`config.mk`:
```
export PLATFORM = sky130hd
export DESIGN_NAME = erq_queue
export DESIGN_NICKNAME = d
export VERILOG_FILES = /design/src/pkg/erq_pkg.sv /design/src/rtl/erq_queue.sv
export SDC_FILE = /design/constraint.sdc
export NUM_CORES = 1
export LEC_CHECK = 0
export BUFFER_PORTS_ARGS = -buffer_cell sky130_fd_sc_hd__buf_2
export CORE_MARGIN = 5
export CORE_UTILIZATION = 55
export DETAILED_ROUTE_END_ITERATION = 16
export GPL_TIMING_DRIVEN = 0
export PLACE_DENSITY_LB_ADDON = 0.08
export RECOVER_POWER = 100
export SYNTH_ARGS = -nofsm -noshare
export SYNTH_HDL_FRONTEND = slang
export SYNTH_SLANG_ARGS = --single-unit
```
`constraint.sdc`:
```
create_clock -name i_mclk -period 6.8 [get_ports i_mclk]
set_clock_uncertainty 0.05 [all_clocks]
set_input_delay 0.34 -clock i_mclk [delete_from_list [all_inputs] [get_ports i_mclk]]
set_output_delay 0.34 -clock i_mclk [all_outputs]
set_load 0.01 [all_outputs]
```
`src/pkg/erq_pkg.sv`:
```
package erq_pkg;

  // Width of a stored signed error code (-512..+511 covers every code)
  localparam int ERQ_CODE_W = 10;
  // Queue capacity
  localparam int ERQ_DEPTH = 20;
  // Longest legal header keyword
  localparam logic [3:0] ERQ_HDR_MAX = 4'hC;
  // Most significant mantissa digits allowed (255)
  localparam logic [8:0] ERQ_DIG_MAX = 9'h0FF;
  // Largest legal exponent value (32000)
  localparam logic [19:0] ERQ_EXP_MAX = 20'h07D00;
  // Highest sub-code of the block and expression ranges
  localparam logic [3:0] ERQ_SUB_MAX = 4'h8;

  // Clock rate and front-panel viewer timeout
  localparam longint ERQ_CLK_HZ = 100_000_000;
  localparam longint ERQ_VIEW_TMO_S = 30;
  localparam longint ERQ_VIEW_TMO_CYC = ERQ_VIEW_TMO_S * ERQ_CLK_HZ;

  // Characters the lexer looks at or the reply sends
  localparam logic [7:0] ERQ_CH_HASH = 8'h23;
  localparam logic [7:0] ERQ_CH_DOLLAR = 8'h24;
  localparam logic [7:0] ERQ_CH_PCT = 8'h25;
  localparam logic [7:0] ERQ_CH_SP = 8'h20;
  localparam logic [7:0] ERQ_CH_COLON = 8'h3A;
  localparam logic [7:0] ERQ_CH_COMMA = 8'h2C;
  localparam logic [7:0] ERQ_CH_QUOTE = 8'h22;
  localparam logic [7:0] ERQ_CH_PLUS = 8'h2B;
  localparam logic [7:0] ERQ_CH_MINUS = 8'h2D;
  localparam logic [7:0] ERQ_CH_DOT = 8'h2E;
  localparam logic [7:0] ERQ_CH_ZERO = 8'h30;
  localparam logic [7:0] ERQ_CH_NINE = 8'h39;
  localparam logic [7:0] ERQ_CH_E_UP = 8'h45;
  localparam logic [7:0] ERQ_CH_E_LO = 8'h65;
  localparam logic [7:0] ERQ_CH_NUL = 8'h00;

  // Error kinds; the ordinal doubles as the message text index
  typedef enum logic [4:0] {
    ERQ_K_NONE, ERQ_K_INV_CHAR, ERQ_K_SYNTAX, ERQ_K_SEPAR, ERQ_K_DTYPE,
    ERQ_K_GET, ERQ_K_PARM_EXTRA, ERQ_K_PARM_MISS, ERQ_K_MNEM_LONG,
    ERQ_K_UNDEF_HDR, ERQ_K_NUM_CHAR, ERQ_K_NUM_OVF, ERQ_K_DIGITS,
    ERQ_K_NUM_NOT, ERQ_K_SUF_INV, ERQ_K_SUF_LONG, ERQ_K_SUF_NOT,
    ERQ_K_BLOCK, ERQ_K_EXPR, ERQ_K_TOO_MANY
  } erq_kind_e;

  // Signed code of a kind; sub picks the member of a code range
  function automatic logic signed [ERQ_CODE_W-1:0] erq_code(input erq_kind_e k,
                                                            input logic [3:0] sub);
    logic [ERQ_CODE_W-1:0] m;
    logic [3:0] s;
    s = (sub > ERQ_SUB_MAX) ? ERQ_SUB_MAX : sub;
    case (k)
      ERQ_K_INV_CHAR: m = 10'h065;
      ERQ_K_SYNTAX: m = 10'h066;
      ERQ_K_SEPAR: m = 10'h067;
      ERQ_K_DTYPE: m = 10'h068;
      ERQ_K_GET: m = 10'h069;
      ERQ_K_PARM_EXTRA: m = 10'h06C;
      ERQ_K_PARM_MISS: m = 10'h06D;
      ERQ_K_MNEM_LONG: m = 10'h070;
      ERQ_K_UNDEF_HDR: m = 10'h071;
      ERQ_K_NUM_CHAR: m = 10'h079;
      ERQ_K_NUM_OVF: m = 10'h07B;
      ERQ_K_DIGITS: m = 10'h07C;
      ERQ_K_NUM_NOT: m = 10'h080;
      ERQ_K_SUF_INV: m = 10'h083;
      ERQ_K_SUF_LONG: m = 10'h086;
      ERQ_K_SUF_NOT: m = 10'h08A;
      ERQ_K_BLOCK: m = 10'h0A0 + {6'h00, s};
      ERQ_K_EXPR: m = 10'h0AA + {6'h00, s};
      ERQ_K_TOO_MANY: m = 10'h15E;
      default: m = 10'h000;
    endcase
    return $signed(-m);
  endfunction

endpackage

```
`src/rtl/erq_queue.sv`:
```
`timescale 1ns/1ps
// Arrival-ordered store of error records with overflow marking
module erq_queue import erq_pkg::*; #(
  parameter int DEPTH = ERQ_DEPTH,
  parameter int PW = $clog2(DEPTH),
  parameter int CW = $clog2(DEPTH + 1)
) (
  input wire logic i_mclk,
  input wire logic i_sys_rst,
  input wire logic i_clear,
  input wire logic i_push,
  input wire logic signed [ERQ_CODE_W-1:0] i_push_code,
  input wire erq_kind_e i_push_kind,
  input wire logic i_pop,
  input wire logic [PW-1:0] i_peek_sel,
  output logic signed [ERQ_CODE_W-1:0] o_head_code,
  output erq_kind_e o_head_kind,
  output logic signed [ERQ_CODE_W-1:0] o_peek_code,
  output logic o_empty,
  output logic o_full,
  output logic o_ovf
);

  // Record storage, no reset needed: occupancy is tracked by the count
  logic signed [ERQ_CODE_W-1:0] mem_code_q [DEPTH];
  erq_kind_e mem_kind_q [DEPTH];
  logic [PW-1:0] rd_q, rd_d, wr_q, wr_d;
  logic [CW-1:0] cnt_q, cnt_d;
  logic ovf_q, ovf_d;

  // Modulo-DEPTH pointer step
  function automatic logic [PW-1:0] ptr_add(input logic [PW-1:0] p, input logic [PW-1:0] n);
    logic [PW:0] s;
    s = {1'b0, p} + {1'b0, n};
    return (s >= DEPTH) ? PW'(s - DEPTH) : s[PW-1:0];
  endfunction

  wire pop_ok = i_pop && !o_empty;
  // A pop in the same cycle frees the room the push needs
  wire acc = i_push && (!o_full || i_pop);
  // Full and not yet marked: the newest slot becomes the overflow marker
  wire ovw = i_push && o_full && !i_pop && !ovf_q;
  wire [PW-1:0] last_slot = ptr_add(wr_q, PW'(DEPTH - 1));
  wire [PW-1:0] peek_slot = ptr_add(rd_q, i_peek_sel);
  // Entry that becomes the head once the current head is read out
  wire signed [ERQ_CODE_W-1:0] next_code = mem_code_q[ptr_add(rd_q, PW'(1))];

  assign o_empty = (cnt_q == '0);
  assign o_full = (cnt_q == CW'(DEPTH));
  assign o_ovf = ovf_q;
  assign o_head_code = mem_code_q[rd_q];
  assign o_head_kind = mem_kind_q[rd_q];
  assign o_peek_code = (CW'(i_peek_sel) < cnt_q) ? mem_code_q[peek_slot] : '0;

  // Clear wins over every other queue action
  assign wr_d = i_clear ? '0 : (acc ? ptr_add(wr_q, PW'(1)) : wr_q);
  assign rd_d = i_clear ? '0 : (pop_ok ? ptr_add(rd_q, PW'(1)) : rd_q);
  assign cnt_d = i_clear ? '0 : CW'(cnt_q + CW'(acc) - CW'(pop_ok));
  // Marker blocks storage until a record leaves by reading
  assign ovf_d = i_clear ? 1'b0 : (pop_ok ? 1'b0 : (ovw ? 1'b1 : ovf_q));

  // Record write: new entry at the tail, or marker over the newest
  always_ff @(posedge i_mclk) begin
    if (acc) begin
      mem_code_q[wr_q] <= i_push_code;
      mem_kind_q[wr_q] <= i_push_kind;
    end else if (ovw) begin
      mem_code_q[last_slot] <= erq_code(ERQ_K_TOO_MANY, 4'h0);
      mem_kind_q[last_slot] <= ERQ_K_TOO_MANY;
    end
  end

  // Pointers and flags
  always_ff @(posedge i_mclk) begin
    if (i_sys_rst) begin
      rd_q <= '0;
      wr_q <= '0;
      cnt_q <= '0;
      ovf_q <= 1'b0;
    end else begin
      rd_q <= rd_d;
      wr_q <= wr_d;
      cnt_q <= cnt_d;
      ovf_q <= ovf_d;
    end
  end

  a_ovf_marks: assert property (
    @(posedge i_mclk) disable iff (i_sys_rst)
    (ovw && !i_clear) |=> (o_ovf && o_full && mem_code_q[$past(last_slot)] == -10'sh15E))
    else $error("overflow marker not placed in newest slot");

  a_ovf_discard: assert property (
    @(posedge i_mclk) disable iff (i_sys_rst)
    (ovf_q && i_push && !i_pop && !i_clear) |=> ($stable(cnt_q) && $stable(wr_q)))
    else $error("error stored while overflow marker stands");

  a_fifo_order: assert property (
    @(posedge i_mclk) disable iff (i_sys_rst)
    (pop_ok && !i_clear && cnt_q > CW'(1)) |=> (o_head_code == $past(next_code)))
    else $error("queue did not advance to the next oldest entry");

endmodule

```
==> Word-level counts from Yosys, hierarchy flattened <==
Memories as Yosys holds them, arrays and structs flattened. A register that Yosys moved wholly into a read port is not among the register bits.
Cells that the tools add are included.
{ "classes": {"muxes": 20, "order_cmp": 5, "n_eq_ne": 1, "reduce_logical": 15, "addsub": 10} }
{ "ops": {"columns": ["operator", "count"], "rows": [
  ["$mux 5", 11],
  ["$ge 6x5->1 const B", 4],
  ["$mux 10", 2],
  ["$sub 5x5->5 const B", 4],
  ["$add 5x1->6 const B", 2],
  ["$reduce_or 10->1", 1],
  ["$mux 1", 7],
  ["$add 5x5->6", 1],
  ["$add 5x5->6 const B", 1],
  ["$add 5x1->5", 1],
  ["$eq 5x5->1 const B", 1],
  ["$logic_and 1x1->1", 5],
  ["$logic_not 5->1", 1],
  ["$lt 5x5->1", 1],
  ["$reduce_or 5->1", 1],
  ["$sub 5x1->5", 1],
  ["$logic_not 1->1", 4],
  ["$reduce_or 3->1", 1],
  ["$reduce_or 2->1", 1],
  ["$logic_or 1x1->1", 1]
]} }
{ "totals": {"memories": 2, "ramBits": 300, "out_inout_bits": 28, "wordCells": 57, "input_bits": 25, "reg_bits": 16} }
{ "memory_table": {"columns": ["memory", "words", "width", "rd", "rd_ports_with_merged_regs", "write_ports", "line_no", "source"], "rows": [
  ["mem_code_q", 20, 10, 2, 1, 1, "erq_queue.sv:25", "logic signed [ERQ_CODE_W-1:0] mem_code_q [DEPTH];"],
  ["mem_kind_q", 20, 5, 1, 1, 1, "erq_queue.sv:26", "erq_kind_e mem_kind_q [DEPTH];"]
]} }

==> Depth between registers and ports, before layout <==
Gate-level depths: netlist of run 1.
{ "logic_depth": {"word_depth": 9, "mapped_depth": 15, "depth_no_buf": 13} }

==> Least setup slack after synthesis of run 1 <==
Ideal clock, no wire load.
{ "synth_timing": {"kind": "reg2reg", "start": "register wr_q[0]", "end": "memory mem_code_q[18][0], enable pin", "setup_slack_ns": 2.554, "path_stages_with_launch": 13, "t_required_ns": 6.324, "arrival_time_ns": 3.771, "synth_period_minus_slack_ns": 4.246, "n_path_buf": 1, "setup_ns": 0.426, "path_cell_list": "dfxtp_1 -> clkbuf_1 -> inv_2 -> ha_1 -> xnor2_1 -> inv_1 -> ha_1 -> a21boi_1 -> o211ai_1 -> xnor2_1 -> nand2_1 -> xnor2_1 -> nor4_1"} }
{ "synth_via": {"elab_chain_len": 4, "elab_cells_between_ends": 5, "classes_between": "add/sub: 2; order compare: 1; mux: 2"} }
{ "synth_rtl": {"columns": ["element", "line_no", "source"], "rows": [
  ["start, declared", "erq_queue.sv:27", "logic [PW-1:0] rd_q, rd_d, wr_q, wr_d;"],
  ["start signal, assigned", "erq_queue.sv:82", "wr_q <= wr_d;"],
  ["$add 5x5->6 *", "erq_queue.sv:34", "s = {1'b0, p} + {1'b0, n};"],
  ["$sub 5x5->5 or $ge 6x5->1 (tied branches)", "erq_queue.sv:35", "return (s >= DEPTH) ? PW'(s - DEPTH) : s[PW-1:0];"],
  ["$mux 5 *", "erq_queue.sv:35", null],
  ["via last_slot[0]", "erq_queue.sv:43", "wire [PW-1:0] last_slot = ptr_add(wr_q, PW'(DEPTH - 1));"],
  ["$mux 5 (no line) *", null, null],
  ["end, declared", "erq_queue.sv:25", null]
]} }
Mark *: on every way through the listed nets, which the timed path passes. The rest lies on a longest branch.

==> Worst setup path in the final report of run 1 <==
{ "layout_timing": {"start": "register wr_q[0]", "end": "memory mem_kind_q[13][4] (netlist name), enable pin"} }
{ "layout_via": {"elab_chain_len": 4, "elab_cells_between_ends": 5, "classes_between": "add/sub: 2; order compare: 1; mux: 2"} }
{ "layout_rtl": {"columns": ["element", "line_no"], "rows": [
  ["$add 5x5->6 *", "erq_queue.sv:34"],
  ["$sub 5x5->5 or $ge 6x5->1 (tied branches)", "erq_queue.sv:35"],
  ["$mux 5 *", "erq_queue.sv:35"],
  ["via last_slot[0]", "erq_queue.sv:43"],
  ["$mux 5 (no line) *", null],
  ["end, declared", "erq_queue.sv:26"]
]} }
Marked as above.

==> run_results.csv, run 1 <==
group,metric,value,unit
global_route,antenna_found_initial,0,
cts,cts_root_buffer,"clkbuf_16",
synthesis,synthFlopType,"edfxtp_1",
synthesis,netlist.area_leader.share,58.6,%
timing,fin_ws,1090,ps
drt,first_pass_iters,8,
finish,drive_gt1_share,24.3,%
cts,clockBufferDepth,3,
cts,htree_levels,2,
placement,post-place-ws,2300,ps
drt,drc_errors,0,
outcome,violations,"max-capacitance violations, max-slew violations",
outcome,outcome,"finished with violations",
timing,worst_slew_pin_slew,1600,ps
timing,max_freq,175,MHz
pwr,p_sw,0.00124,W
worst_setup_path,worst_ep_arrival_time,5790,ps
synthesis,syn_area,15400,um^2
cts,cts_resized,0,
cts,cts_tree,"yes",
finish,fin_util,62.5,%
pwr,ir_drop,0.150,mV
timing,slew_headroom,-7.30,%
drt,wl,40.6,mm
pwr,power_frac_clock,37.9,%
synthesis,async_flop_share,0,%
global_route,grt_pass1_vias,9231,
hold_path,hp-class,"in2reg",
worst_setup_path,crit_path_end_kind,"flip-flop",
hold_path,worstHoldStart,"i_push",
cts,clk_latency,520,ps
synthesis,syn_area_per_cell,17.9,um^2
drt,drt-vias-per-instance,6.59,
pwr,leakage,5.64,nW
cts,ctsHoldBuffers,0,
worst_setup_path,reg2reg_to,"mem_kind_q[13][4]$_DFFE_PP_",
global_route,grt-ovfl-total,0,
worst_setup_path,r2r-start,"wr_q[0]$_SDFFE_PP0N_",
floorplanning,row_count,61,
synthesis,synth.area.top_cells,"edfxtp_1 59%, mux4_2 20%, mux2i_1 3.3%, dfxtp_1 2.7%, ha_1 2.4%",
placement,hpwl,28.8,mm
hold_path,hold_end,"o_ovf$_SDFFE_PP0P_",
global_route,grtUsageTotal,26.5,%
cts,clock-sinks,321,
synthesis,syn_inst,858,
job,maxCapViolations,3,
worst_setup_path,rr_worst_depth,15,
pwr,powerDensity,284,nW/um^2
drt,vias,9083,
pwr,p_sw_share,25.1,%
cts,cts_buffers,34,
synthesis,ys_ff_latch,321,
pwr,intPower,0.00368,W
finish,layout_commonest_cell,"edfxtp_1",
global_route,grt_max_degree,21,
floorplanning,core,27700,um^2
worst_setup_path,critPathRequiredTime,6890,ps
finish,final_cell_mix,"300 x edfxtp_1, 134 x mux4_2, 92 x clkbuf_1",
hold_path,hold_depth,3,
finish,postLayoutCellArea,17300,um^2
worst_setup_path,worstPathMaxFanout,10,
drt,detail-route-antenna-nets,0,
synthesis,ys_types,52,
worst_setup_path,criticalPathCategory,"reg2reg",
synthesis,yosysTopAreaCell,"edfxtp_1",
synthesis,synth_edf_count,300,
finish,syn2layout_area_growth,12.6,%
synthesis,seq_area_frac_synth,61.3,%
placement,gp_congestion,0.871,
floorplanning,dieWidth,177,um
synthesis,yosys_warnings,0,
finish,nNetsFinal,1031,
floorplanning,fp.dieH,177,um
finish,num_antenna_cells,0,
placement,io_buffers,52,
global_route,grt_pass1_wl,60.3,mm
worst_setup_path,start_kind,"flip-flop",
floorplanning,die-area,31400,um^2
synthesis,synthesis.nets,914,
cts,path_clk_slew,60,ps
drt,drt-initial-drc-count,873,
timing,fin_setup_tns,0,ps
timing,maxSlewViolCount,41,
timing,rsz0062_at_grt,"no",
floorplanning,ios,53,
pwr,p_comb_share,17.4,%
floorplanning,start_util,55.5,%
timing,finalSetupViolCount,0,
drt,drt-wirelength-per-cell,29.5,um
pwr,pwr-share-seq,44.7,%
timing,fin_crit,5710,ps
cts,postCtsSetupBuffers,0,
timing,hold_viol,0,
timing,min_period_over_period,83.9,%
worst_setup_path,rrSetupSlack,1090,ps
timing,hold_ws,145,ps
placement,placed_area,16500,um^2
[per-layer routing]
layer | up-vias | global-route usage (%) | share of wire (%)
li1 | 3741 | - | -
met1 | 4816 | 36.7 | 39
met4 | 0 | 6.35 | 2.3
met3 | 67 | 5.19 | 9.0
met2 | 459 | 44.0 | 50
met5 | - | 0 | 0
[area by class of cell]
type / instances / area [um^2]
buffer: 52 / 259
clock buffer: 46 / 927
clock inverter: 16 / 195
fill: 2013 / 10400
inverter: 33 / 124
multi-input combinational: 452 / 5570
sequential: 321 / 9430
tap: 378 / 473
timing repair buffer: 81 / 340
[flip-flops by register name, summed over array words and instances, names as in the netlist, named ones only]
signal      flops
o_ovf           1
mem_kind_q    100
wr_q            5
mem_code_q    200
rd_q            5
cnt_q           5
[cells in the mapped netlist, types with 2 or more instances]
cell and n:
nand2_1 12, a31oi_1 6, nand3b_1 3, buf_2 14
mux2_2 15, and2_1 9, a21boi_0 2, inv_2 3
nand3_1 7, xor2_1 10, dfxtp_1 21, nor2_1 24
xnor2_1 13, o21ai_0 7, a22o_1 3, mux4_1 6
a22oi_1 10, or3_1 2, fa_1 2, mux2i_1 51
nor3b_1 5, and3_1 3, a21o_1 6, a211oi_1 3
edfxtp_1 300, o22ai_1 10, buf_4 2, nand2b_1 22
ha_1 29, buf_1 5, o21ai_1 7, mux4_2 134
or2_1 3, nor3_1 14, clkbuf_1 26, o211ai_1 2
inv_1 30, a21oi_1 20, buf_6 4
[how the worst max path moves through the flow]
stage	startpoint	to	slack (ps)	depth (start not counted)
floorplan	wr_q[0]$_SDFFE_PP0N_	mem_code_q[18][0]$_DFFE_PP_	2550	12
global placement	wr_q[0]$_SDFFE_PP0N_	mem_code_q[18][9]$_DFFE_PP_	-170	12
detailed placement	i_peek_sel[1]	o_peek_code[3]	2300	15
CTS	rd_q[0]$_SDFFE_PP0N_	o_peek_code[9]	1740	13
global route	wr_q[0]$_SDFFE_PP0N_	mem_kind_q[13][4]$_DFFE_PP_	870	15
finish	wr_q[0]$_SDFFE_PP0N_	mem_kind_q[13][4]$_DFFE_PP_	1090	15
[cell families (layout without fill, tap and decap cells)]
kind of cell             count (synthesis)  count (layout)  synth area share, %
AO/OA/AOI/OAI                           81              81                 3.32
XOR/XNOR                                23              23                 1.31
adder cells (fa/ha/maj)                 31              31                 2.62
buffers and inverters                   85             228                 2.51
flip-flops                             321             321                 61.3
multiplexers                           206             206                 25.1
AND/OR/NAND/NOR                        111             111                 3.89
[critical path, cell delays in order, from the launching register on]
cell	delay, ps
dfxtp_1	400
clkbuf_1	360
inv_1	230
ha_1	320
xnor2_1	220
inv_1	70
ha_1	250
a21boi_0	150
o211ai_1	200
xnor2_1	140
nand2_1	80
xnor2_1	320
clkbuf_1	380
nor3b_1	1010
clkbuf_1	530
clkbuf_1	600
[power by group through the flow]
stage	sequential [W]	clock [W]	combinational, W
floorplan	0.00223	0	0.000614
global placement	0.00224	0	0.000838
detailed placement	0.00224	0	0.000866
CTS	0.00220	0.00188	0.000869
global route	0.00220	0.00198	0.000922
finish	0.00220	0.00187	0.000855
[stage by stage]
step | power [W] | std cells
floorplan | 0.00285 | 858
global placement | 0.00308 | 1288
detailed placement | 0.00311 | 1317
CTS | 0.00495 | 1379
global route | 0.00510 | 1379
finish | 0.00492 | 1379
Power figures use the tool's default switching activity.
==> run 2, diff against run 1 <==
- clock period: 6.8 -> 4.8 ns (I/O delays scaled with it)
==> run_results.csv, run 2 (synthesis results as in run 1) <==
group,metric,value,unit
global_route,use_met2,44.0,%
floorplanning,start_util,55.5,%
global_route,antenna_found_initial,0,
placement,io_buffers,52,
pwr,ir_drop,0.214,mV
hold_path,hold_end,"o_ovf$_SDFFE_PP0P_",
drt,drt-wirelength-per-cell,29.4,um
global_route,busiest_layer,"met2",
cts,ctsHoldBuffers,0,
hold_path,hold_depth,3,
worst_setup_path,worst-path-buf-inv,4,
cts,cts_root_buffer,"clkbuf_16",
worst_setup_path,reg2reg_to,"mem_code_q[19][9]$_DFFE_PP_",
finish,regMostFlops,"mem_code_q",
drt,detail-route-antenna-nets,0,
hold_path,hp-class,"in2reg",
worst_setup_path,rrSetupSlack,180,ps
worst_setup_path,rr_worst_depth,13,
placement,gp_congestion,0.871,
worst_setup_path,start_kind,"flip-flop",
drt,drt-initial-drc-count,882,
timing,maxSlewViolCount,0,
cts,htree_levels,2,
global_route,grt_pass1_vias,9231,
cts,postCtsSetupBuffers,0,
worst_setup_path,crit_path_end_kind,"flip-flop",
cts,clock-sinks,321,
placement,placed_area,16500,um^2
worst_setup_path,crit_path_cell_trace,"clkbuf_1 -> inv_1 -> ha_1 -> xnor2_1 -> inv_1 -> ha_1 -> a21boi_0 -> o21ai_0 -> o21ai_0 -> a22o_1 -> or2_0 -> nor3_1 -> buf_6",
worst_setup_path,worst_ep_arrival_time,4790,ps
drt,wl,40.6,mm
global_route,grtUsageTotal,26.5,%
finish,fillers,1978,
finish,num_antenna_cells,0,
worst_setup_path,critPathRequiredTime,4970,ps
pwr,leakage,5.78,nW
timing,min_period_over_period,96.2,%
timing,hold_ws,43.3,ps
drt,first_pass_iters,5,
cts,clk_latency,510,ps
floorplanning,core,27700,um^2
cts,cts_tree,"yes",
drt,drt-vias-per-instance,6.54,
timing,fin_crit,4620,ps
cts,path_clk_slew,60,ps
floorplanning,ios,53,
worst_setup_path,worstPathMaxFanout,9,
timing,worst_slew_pin_slew,1320,ps
finish,layout_commonest_cell,"edfxtp_1",
outcome,outcome,"complete, no violations",
cts,clockBufferDepth,3,
timing,finalSetupViolCount,0,
global_route,grt_pass1_wl,60.3,mm
drt,vias,9009,
worst_setup_path,r2r-start,"wr_q[0]$_SDFFE_PP0N_",
global_route,grt-ovfl-total,0,
job,maxCapViolations,0,
timing,rsz0062_at_grt,"no",
finish,syn2layout_area_growth,13.8,%
global_route,grt_max_degree,21,
finish,final_cell_mix,"300 x edfxtp_1, 134 x mux4_2, 57 x clkbuf_1",
pwr,powerDensity,399,nW/um^2
finish,postLayoutCellArea,17500,um^2
finish,drive_gt1_share,29.6,%
worst_setup_path,critPathTopFamily,"simple AND/OR/NAND/NOR gates",
timing,max_freq,216,MHz
hold_path,worstHoldStart,"i_push",
global_route,met1_usage,36.7,%
floorplanning,die-area,31400,um^2
timing,hold_viol,0,
global_route,groute.layer.met3.usage,5.19,%
timing,slew_headroom,11.7,%
placement,hpwl,28.8,mm
drt,drc_errors,0,
finish,largest_reg_flops,200,
finish,nNetsFinal,1030,
worst_setup_path,slowest_stage,"nor3_1",
worst_setup_path,criticalPathCategory,"reg2reg",
worst_setup_path,max_stage_delay,1030,ps
floorplanning,dieWidth,177,um
cts,cts_buffers,34,
floorplanning,fp.dieH,177,um
finish,top_regs,"mem_code_q: 200 flops, mem_kind_q: 100 flops",
floorplanning,row_count,61,
==> run 2: what timing repair did <==
item	4_1_cts	5_1_grt
gates cloned	0	0
endpoints found under the setup margin	10	10
gates resized for setup	2	5
==> run 2: cell type report <==
cell class | instances | area, um^2 | area share (%)
flip-flops and latches | 321 | 9430 | 53.9
multi-input cells | 452 | 5640 | 32.2
clock buffers | 46 | 927 | 5.30
well taps | 378 | 473 | 2.70
repair buffers | 81 | 454 | 2.59
plain buffers | 51 | 262 | 1.49
clock inverters | 16 | 195 | 1.12
inverters | 33 | 124 | 0.708
==> run 2: report_power, final <==
group / leakage (nW) / internal, W / switching [W]
logic: 2.36 / 0.000548 / 0.000671
registers: 2.88 / 0.00309 / 0.0000217
clock network: 0.546 / 0.00158 / 0.00106
total: 5.78 / 0.00522 / 0.00176
==> run 2: worst max-delay path by stage <==
stage / cells after the start / slack (ps) / endpoint / startpoint
2_1_floorplan: 12 / 550 / mem_code_q[18][0]$_DFFE_PP_ / wr_q[0]$_SDFFE_PP0N_
3_3_place_gp: 12 / -2170 / mem_code_q[18][9]$_DFFE_PP_ / wr_q[0]$_SDFFE_PP0N_
3_5_place_dp: 13 / 410 / o_peek_code[3] / rd_q[0]$_SDFFE_PP0N_
4_1_cts: 12 / 120 / o_peek_code[5] / rd_q[1]$_SDFFE_PP0N_
5_1_grt: 14 / 10 / mem_code_q[10][3]$_DFFE_PP_ / wr_q[0]$_SDFFE_PP0N_
6_report: 13 / 180 / mem_code_q[19][9]$_DFFE_PP_ / wr_q[0]$_SDFFE_PP0N_
==> run 2: stage by stage <==
stage               total power (W)  std cells  worst slack, ps  utilization (%)  TNS (ps)
floorplan                   0.00403        858              554                -         0
global placement            0.00436       1288            -2170             58.2   -212280
detailed placement          0.00440       1317              415             59.7         0
CTS                         0.00701       1379              125             63.7         0
global route                0.00723       1378             12.1             63.2         0
finish                      0.00698       1378              181             63.2         0
==> run 2: per-layer routing <==
metal / vias up / share of wire, %
li1: 3746 / -
met5: - / 0
met4: 0 / 2.5
met2: 407 / 50
met3: 63 / 8.3
met1: 4793 / 39
==> run 2: worst reg2reg max path: cells and delay by family (launching register included) <==
| kind | cells | cell delay (ps) |
|---|---|---|
| flops | 1 | 390 |
| simple gates | 2 | 1360 |
| fa+ha+maj | 2 | 570 |
| compound gates | 4 | 770 |
| xor+xnor | 1 | 220 |
| buf+inv | 4 | 950 |
